### src/rtl/cantrs_pkg.sv
package cantrs_pkg;
    // register map of the request/status pair
    localparam int          ADDR_W           = 8;
    localparam int          DATA_W           = 8;
    localparam int          NUM_BUF          = 8;
    localparam int          HALF             = 4;
    localparam logic [7:0]  TX_CMD_STATUS_LOWER = 8'h05;
    localparam logic [7:0]  TX_CMD_STATUS_UPPER = 8'h06;
    localparam logic [7:0]  TX_STATUS_RESET  = 8'h0F;
    // field positions inside either register
    localparam int          FLD_BUSY_LSB     = 4;
    localparam int          FLD_DONE_LSB     = 0;
    localparam int          FLD_ABORT_LSB    = 4;
    localparam int          FLD_SEND_LSB     = 0;
    // per-buffer reset values
    localparam logic [7:0]  BUSY_RESET       = 8'h00;
    localparam logic [7:0]  DONE_RESET       = 8'hFF;
    // buffer index width
    localparam int          IDX_W            = 3;
    typedef enum logic [1:0] {CANTRS_IDLE, CANTRS_SENDING} cantrs_state_t;
endpackage : cantrs_pkg

### src/rtl/cantrs_tx_request_status.sv
`timescale 1ns/1ps
module cantrs_tx_request_status
    import cantrs_pkg::*;
(
    input  wire logic                          clk_in,
    input  wire logic                          reset_n_in,
    input  wire logic [cantrs_pkg::ADDR_W-1:0] reg_addr_in,
    input  wire logic [cantrs_pkg::DATA_W-1:0] reg_wdata_in,
    input  wire logic                          reg_write_in,
    input  wire logic                          reg_read_in,
    output logic      [cantrs_pkg::DATA_W-1:0] reg_rdata_out,
    input  wire logic [cantrs_pkg::NUM_BUF-1:0] auto_dispatch_enable_in,
    input  wire logic [cantrs_pkg::NUM_BUF-1:0] dispatch_due_in,
    output logic      [cantrs_pkg::NUM_BUF-1:0] tx_start_out,
    output logic      [cantrs_pkg::NUM_BUF-1:0] tx_abort_out,
    input  wire logic [cantrs_pkg::NUM_BUF-1:0] tx_active_in,
    input  wire logic [cantrs_pkg::NUM_BUF-1:0] tx_success_in,
    input  wire logic [cantrs_pkg::NUM_BUF-1:0] tx_abort_done_in,
    output logic      [cantrs_pkg::NUM_BUF-1:0] tx_buffer_busy_out,
    output logic      [cantrs_pkg::NUM_BUF-1:0] tx_done_flag_out
);
    import cantrs_pkg::*;

    ////////////////////////////////////////////////////////////////////////
    // state
    logic [NUM_BUF-1:0] pending;
    logic [NUM_BUF-1:0] next_pending;
    logic [NUM_BUF-1:0] tx_buffer_busy;
    logic [NUM_BUF-1:0] next_tx_buffer_busy;
    logic [NUM_BUF-1:0] tx_done_flag;
    logic [NUM_BUF-1:0] next_tx_done_flag;
    logic [NUM_BUF-1:0] tx_abort;
    logic [NUM_BUF-1:0] next_tx_abort;
    logic [NUM_BUF-1:0] tx_start;
    logic [NUM_BUF-1:0] next_tx_start;
    logic [DATA_W-1:0]  rdata;
    logic [DATA_W-1:0]  next_rdata;
    cantrs_state_t      state;
    cantrs_state_t      next_state;
    logic [NUM_BUF-1:0] send_cmd;
    logic [NUM_BUF-1:0] abort_cmd;
    logic [NUM_BUF-1:0] start_req;
    logic [NUM_BUF-1:0] grant;

    // one-hot pick of the lowest set bit
    function automatic logic [NUM_BUF-1:0] lowest_first(input logic [NUM_BUF-1:0] v);
        logic [NUM_BUF-1:0] r;
        r = '0;
        for (int i = NUM_BUF - 1; i >= 0; i--) begin
            if (v[i]) begin
                r = '0;
                r[i] = 1'b1;
            end
        end
        return r;
    endfunction : lowest_first

    // status byte for one half of the buffers
    function automatic logic [DATA_W-1:0] status_byte(input logic [HALF-1:0] busy,
                                                      input logic [HALF-1:0] done);
        logic [DATA_W-1:0] r;
        r = '0;
        r[FLD_BUSY_LSB +: HALF] = busy;
        r[FLD_DONE_LSB +: HALF] = done;
        return r;
    endfunction : status_byte

    ////////////////////////////////////////////////////////////////////////
    // command decode; zero bits are don't-touch
    always_comb begin
        send_cmd  = '0;
        abort_cmd = '0;
        if (reg_write_in && reg_addr_in == TX_CMD_STATUS_LOWER) begin
            send_cmd[HALF-1:0]  = reg_wdata_in[FLD_SEND_LSB +: HALF];
            abort_cmd[HALF-1:0] = reg_wdata_in[FLD_ABORT_LSB +: HALF];
        end
        if (reg_write_in && reg_addr_in == TX_CMD_STATUS_UPPER) begin
            send_cmd[NUM_BUF-1:HALF]  = reg_wdata_in[FLD_SEND_LSB +: HALF];
            abort_cmd[NUM_BUF-1:HALF] = reg_wdata_in[FLD_ABORT_LSB +: HALF];
        end
    end

    ////////////////////////////////////////////////////////////////////////
    // scheduling: one start pulse at a time, lowest index first
    always_comb begin
        start_req  = pending & ~tx_active_in;
        grant      = '0;
        next_state = state;
        case (state)
            CANTRS_IDLE: begin
                if (|start_req && ~|tx_active_in) begin
                    grant      = lowest_first(start_req);
                    next_state = CANTRS_SENDING;
                end
            end
            CANTRS_SENDING: begin
                // wait until the engine has dropped every buffer
                if (~|tx_active_in && ~|tx_start) begin
                    next_state = CANTRS_IDLE;
                end
            end
            default: next_state = CANTRS_IDLE;
        endcase
    end

    ////////////////////////////////////////////////////////////////////////
    // per-buffer flags; completion events win over a same-cycle command
    always_comb begin
        next_pending        = pending;
        next_tx_done_flag   = tx_done_flag;
        next_tx_buffer_busy = tx_buffer_busy;
        next_tx_abort       = '0;
        next_tx_start       = grant;
        for (int i = 0; i < NUM_BUF; i++) begin
            // request or due dispatch queues the frame
            if (send_cmd[i] || (auto_dispatch_enable_in[i] && dispatch_due_in[i])) begin
                next_pending[i]      = 1'b1;
                next_tx_done_flag[i] = 1'b0;
            end
            if (grant[i]) begin
                next_pending[i] = 1'b0;
            end
            // abort drops the queued entry; a frame on the bus runs on
            if (abort_cmd[i]) begin
                next_pending[i]  = 1'b0;
                next_tx_abort[i] = tx_active_in[i] | tx_start[i];
                // a grant in the same cycle is withdrawn, so no frame starts
                if (grant[i]) begin
                    next_tx_start[i] = 1'b0;
                end
                if (!tx_active_in[i] && !tx_start[i] && pending[i]) begin
                    next_tx_done_flag[i] = 1'b1;
                end
            end
            if (tx_success_in[i] || tx_abort_done_in[i]) begin
                next_tx_done_flag[i] = 1'b1;
            end
            // busy is the sum of queued, starting and on-bus activity
            // the start pulse itself keeps busy up until the engine answers
            next_tx_buffer_busy[i] = next_pending[i] | next_tx_start[i] | tx_start[i]
                                   | (tx_active_in[i] & ~tx_success_in[i]
                                      & ~tx_abort_done_in[i]);
        end
    end

    ////////////////////////////////////////////////////////////////////////
    // status read; write data never reflected
    always_comb begin
        next_rdata = rdata;
        if (reg_read_in) begin
            case (reg_addr_in)
                TX_CMD_STATUS_LOWER: next_rdata = status_byte(tx_buffer_busy[HALF-1:0],
                                                              tx_done_flag[HALF-1:0]);
                TX_CMD_STATUS_UPPER: next_rdata = status_byte(tx_buffer_busy[NUM_BUF-1:HALF],
                                                              tx_done_flag[NUM_BUF-1:HALF]);
                default:             next_rdata = '0;
            endcase
        end
    end

    ////////////////////////////////////////////////////////////////////////
    // registers
    always_ff @(posedge clk_in or negedge reset_n_in) begin
        if (!reset_n_in) begin
            pending        <= '0;
            tx_buffer_busy <= BUSY_RESET;
            tx_done_flag   <= DONE_RESET;
            tx_abort       <= '0;
            tx_start       <= '0;
            rdata          <= '0;
            state          <= CANTRS_IDLE;
        end else begin
            pending        <= next_pending;
            tx_buffer_busy <= next_tx_buffer_busy;
            tx_done_flag   <= next_tx_done_flag;
            tx_abort       <= next_tx_abort;
            tx_start       <= next_tx_start;
            rdata          <= next_rdata;
            state          <= next_state;
        end
    end

    assign reg_rdata_out      = rdata;
    assign tx_start_out       = tx_start;
    assign tx_abort_out       = tx_abort;
    assign tx_buffer_busy_out = tx_buffer_busy;
    assign tx_done_flag_out   = tx_done_flag;

    ////////////////////////////////////////////////////////////////////////
    // checks
    property p_reset_status;
        @(posedge clk_in) $rose(reset_n_in) |-> tx_done_flag == DONE_RESET && tx_buffer_busy == '0;
    endproperty
    a_reset_status: assert property (p_reset_status) else $error("bad reset status");

    property p_send_busy;
        @(posedge clk_in) disable iff (!reset_n_in)
        (reg_write_in && reg_addr_in == TX_CMD_STATUS_UPPER && reg_wdata_in[3:0] != 4'h0
         && reg_wdata_in[7:4] == 4'h0) |=> |tx_buffer_busy[NUM_BUF-1:HALF];
    endproperty
    a_send_busy: assert property (p_send_busy) else $error("request did not set busy");

    property p_send_clears_done;
        @(posedge clk_in) disable iff (!reset_n_in)
        send_cmd[0] && !tx_success_in[0] && !tx_abort_done_in[0] |=> !tx_done_flag[0];
    endproperty
    a_send_clears_done: assert property (p_send_clears_done) else $error("done not cleared");

    property p_success_done;
        @(posedge clk_in) disable iff (!reset_n_in) tx_success_in[1] |=> tx_done_flag[1];
    endproperty
    a_success_done: assert property (p_success_done) else $error("done not set");

    property p_abort_pulse;
        @(posedge clk_in) disable iff (!reset_n_in)
        |tx_abort |=> (tx_abort & ~$past(abort_cmd)) == '0;
    endproperty
    a_abort_pulse: assert property (p_abort_pulse) else $error("abort not self-clearing");

    property p_abort_drops;
        @(posedge clk_in) disable iff (!reset_n_in)
        |(abort_cmd & ~send_cmd & ~dispatch_due_in) |=>
        (pending & $past(abort_cmd & ~send_cmd & ~dispatch_due_in)) == '0;
    endproperty
    a_abort_drops: assert property (p_abort_drops) else $error("abort kept pending");

    property p_priority;
        @(posedge clk_in) disable iff (!reset_n_in)
        tx_start != '0 |-> $onehot(tx_start) && (($past(start_req) & (tx_start - 8'h01)) == '0);
    endproperty
    a_priority: assert property (p_priority) else $error("priority order broken");

    property p_idle_free;
        @(posedge clk_in) disable iff (!reset_n_in)
        !pending[4] && !tx_start[4] && !tx_active_in[4] && !send_cmd[4] && !dispatch_due_in[4]
        ##1 !tx_active_in[4] |-> !tx_buffer_busy[4];
    endproperty
    a_idle_free: assert property (p_idle_free) else $error("busy stuck");

    property p_no_echo;
        @(posedge clk_in) disable iff (!reset_n_in)
        reg_read_in && reg_addr_in == TX_CMD_STATUS_UPPER |=>
        reg_rdata_out == status_byte($past(tx_buffer_busy[7:4]), $past(tx_done_flag[7:4]));
    endproperty
    a_no_echo: assert property (p_no_echo) else $error("read not status");

    c_start: cover property (@(posedge clk_in) disable iff (!reset_n_in) |tx_start);
    c_abort: cover property (@(posedge clk_in) disable iff (!reset_n_in) |tx_abort);
    c_two_pending: cover property (@(posedge clk_in) disable iff (!reset_n_in)
                                   $countones(pending) > 1);
endmodule : cantrs_tx_request_status

### config.mk
export PLATFORM = sky130hd
export DESIGN_NAME = cantrs_tx_request_status
export DESIGN_NICKNAME = d
export VERILOG_FILES = /design/src/rtl/cantrs_pkg.sv /design/src/rtl/cantrs_tx_request_status.sv
export SDC_FILE = /design/constraint.sdc
export NUM_CORES = 1
export LEC_CHECK = 0
export ABC_CLOCK_PERIOD_IN_PS = 2670
export CORE_MARGIN = 1.5
export CORE_UTILIZATION = 30
export CTS_BUF_LIST = sky130_fd_sc_hd__clkbuf_4 sky130_fd_sc_hd__clkbuf_8
export DETAILED_ROUTE_END_ITERATION = 12
export DONT_BUFFER_PORTS = 1
export REMOVE_ABC_BUFFERS = 1
export SETUP_SLACK_MARGIN = 0.1
export SYNTH_ARGS = -nofsm -noshare
export SYNTH_HDL_FRONTEND = slang
export SYNTH_SLANG_ARGS = --single-unit
### constraint.sdc
create_clock -name clk_in -period 2.67 [get_ports clk_in]
set_input_delay 0.267 -clock clk_in [delete_from_list [all_inputs] [get_ports clk_in]]
set_output_delay 0.267 -clock clk_in [all_outputs]
set_load 0.01 [all_outputs]
==> results.py <==
metrics = {
    "run_status": {
        "status": "finished clean",
    },
    "global_routing": {
        "grt_pass1_vias": 1884,
        "grt_overflow": 0,
        "grt_pass1_wl_mm": 10.6,
        "antenna_found_initial": 0,
        "grt_max_degree": 50,
        "track_usage_pct": 17.2,
    },
    "die": {
        "std_cell_rows": 31,
        "die_h_um": 90.2,
        "start_util_pct": 31.3,
        "top_level_ports": 100,
        "die_w_um": 90.2,
        "dieArea_mm2": 0.00813,
        "core_area_mm2": 0.00729,
    },
    "clock_tree": {
        "cts_tree": "yes",
        "clock_latency_ns": 0.30,
        "root_buffer": "clkbuf_8",
        "cts_buffer_depth": 2,
        "cts.sinks": 49,
        "cts_buffers": 5,
        "h-tree-depth": 2,
        "path_clk_slew_ns": 0.09,
    },
    "place": {
        "gp_congestion": 0.791,
        "hpwl_mm": 5.26,
        "port_buffers": 0,
    },
    "setup_path": {
        "crit_chain": "or4_4 -> nor3_2 -> nand3_1 -> a221o_1",
        "end_kind": "flip-flop",
        "timing.rr.start": "pending[3]$_DFF_PN0_",
        "reg2reg_depth": 4,
        "rrSetupSlack_ns": 1.16,
        "cp.required_ns": 2.85,
        "worstSetupPathType": "input pin to flip-flop",
        "crit_start": "reg_addr_in[5]",
        "max_stage_delay_ns": 0.58,
        "cp_max_fo": 8,
        "slowest_stage": "or4_4",
        "cp_data_arrival_time_ns": 2.08,
        "cp-endpoint": "tx_buffer_busy_out[5]$_DFF_PN0_",
        "start_kind": "input pin",
        "rr_endpoint": "pending[7]$_DFF_PN0_",
    },
    "layout": {
        "fin_util_pct": 34.6,
        "n_antenna_cell": 0,
        "drive_above_1_share_pct": 9.70,
        "nNetsFinal": 296,
        "area_growth_pct": 10.5,
        "nFillCells": 768,
    },
    "sta": {
        "finClkSkew_ns": 0.00473,
        "fmax_mhz": 526,
        "relSlewSlack_pct": 48.2,
        "setup_viol": 0,
        "drv_slew": 0,
        "finalSetupTns_ns": 0,
        "post-route-period-util_pct": 71.1,
        "period_needed_ns": 1.90,
        "timing.hold.ws_ns": 0.0370,
        "hold_violations": 0,
        "worstMarginPinSlew_ns": 0.770,
        "rsz0062_at_grt": "false",
    },
    "yosys": {
        "synthArstFlopShare_pct": 100,
        "ys.flop_type": "dfrtp_1",
        "synth_top_area_share_pct": 45.0,
        "yosys.area.top_type": "dfrtp_1",
        "synth.area.top_cells": "dfrtp_1 (45%), dfstp_2 (9.2%), nor2_1 (5.6%)",
        "yosysUniqueCellTypes": 38,
        "ys_ff_latch": 49,
        "syn_inst": 232,
        "ys_warn_count": 0,
        "post-synth-top-count-cell": "dfrtp_1",
        "synthTopCellsByCount": "dfrtp_1 (41), nor2_1 (34), a21oi_1 (20), nand2_1 (20)",
        "synth_area_per_cell_um2": 9.83,
        "ys_seq_area_share_pct": 54.2,
        "syn_area_mm2": 0.00228,
        "synth_edf_count": 0,
    },
    "detailed_routing": {
        "vias": 1894,
        "drt_wl_total_mm": 6.82,
        "drc": 0,
        "drt_iter0_drc": 152,
        "drtAntennaViolNets": 0,
        "first_pass_iters": 4,
        "vias_per_cell": 5.64,
        "post_drt_wl_per_cell_um": 20.3,
    },
    "power_and_ir_drop": {
        "p_leak_nw": 0.936,
        "ir_worst_vdd_uv": 200,
        "pwr_density_cell_mw_per_mm2": 538,
    },
    "min_path": {
        "hp-class": "input pin to flip-flop",
    },
    "job": {
        "drv_cap": 0,
    },
}
cell type report:
type                    instances  area (µm²)  area share, %
clock buffers                   7        96.3           3.82
clock inverters                 1        5.00          0.199
inverters                       1        3.75          0.149
multi-input cells             174         995           39.5
flip-flops and latches         49        1240           49.1
well taps                      99         124           4.92
repair buffers                  5        60.1           2.38
registers in the layout, summed over array words and instances (netlist names):
register / count
reg_rdata_out: 8
tx_buffer_busy_out: 8
pending: 8
state: 1
tx_done_flag_out: 8
tx_start_out: 8
tx_abort_out: 8
metal layers:
layer / vias to the layer above / part of all wire, % / GRT usage, %
met5: - / 0 / 0
met4: 0 / 1.3 / 4.76
met3: 12 / 7.8 / 5.67
met2: 81 / 46 / 25.6
met1: 931 / 45 / 23.8
li1: 870 / - / -
worst max-delay path: cells and delay by family:
family | cells | cell delay, ns
AO/OA/AOI/OAI | 1 | 0.41
AND/OR/NAND/NOR | 3 | 1.41
report_power, final:
part / switching (mW) / leakage [nW] / total [mW] / internal [mW]
Clock: 0.245 / 0.0542 / 0.480 / 0.235
Combinational: 0.0582 / 0.320 / 0.0936 / 0.0354
Sequential: 0.0193 / 0.562 / 0.781 / 0.762
Total: 0.323 / 0.936 / 1.35 / 1.03
layout by cell type, fill, tap and decap left out, types with 2 or more instances in the layout:
master,n
nor4_1,4
buf_4,3
clkbuf_8,7
dfstp_2,8
nor3_1,4
o211ai_1,9
o21ai_0,3
nor2_1,34
o21ai_1,4
a31oi_1,2
nand2b_1,9
and2_1,2
a21oi_1,20
nand3_1,8
o31ai_1,4
and3_1,7
nand2_1,20
dfrtp_1,41
a221o_1,4
nor2b_1,9
nand4_1,5
a22oi_1,8
or4_1,3
o311ai_0,3
how the worst min path moves through the flow:
stage                      from                           end  slack [ns]  cells after the start
detailed placement   reset_n_in  reg_rdata_out[6]$_DFFE_PN0P_       -0.03                      0
global placement     reset_n_in  reg_rdata_out[2]$_DFFE_PN0P_       -0.03                      0
global route        reg_read_in  reg_rdata_out[4]$_DFFE_PN0P_        0.02                      1
finish              reg_read_in  reg_rdata_out[6]$_DFFE_PN0P_        0.04                      1
CTS                 reg_read_in  reg_rdata_out[2]$_DFFE_PN0P_        0.03                      1
floorplan            reset_n_in          pending[0]$_DFF_PN0_       -0.03                      0
repair_timing:
item | CTS | global route
buffers inserted | 0 | 0
hold buffers | 2 | 0
resized for setup | 0 | 0
endpoints found under the hold margin | 49 | 0
through the flow:
step                power (mW)  std cells  area, µm²  setup WS (ns)
global placement         0.867        326       2380          0.519
detailed placement       0.869        326       2380          0.441
CTS                       1.37        336       2520          0.766
global route              1.42        336       2520          0.645
floorplan                0.849        224       2230          0.558
finish                    1.35        336       2520          0.771
logic make-up after synthesis:
family / share of synthesized area, %
compound gates: 17.8
flops: 54.2
simple gates: 25.8
buf+inv: 2.14
(Power assumes the default switching activity.)
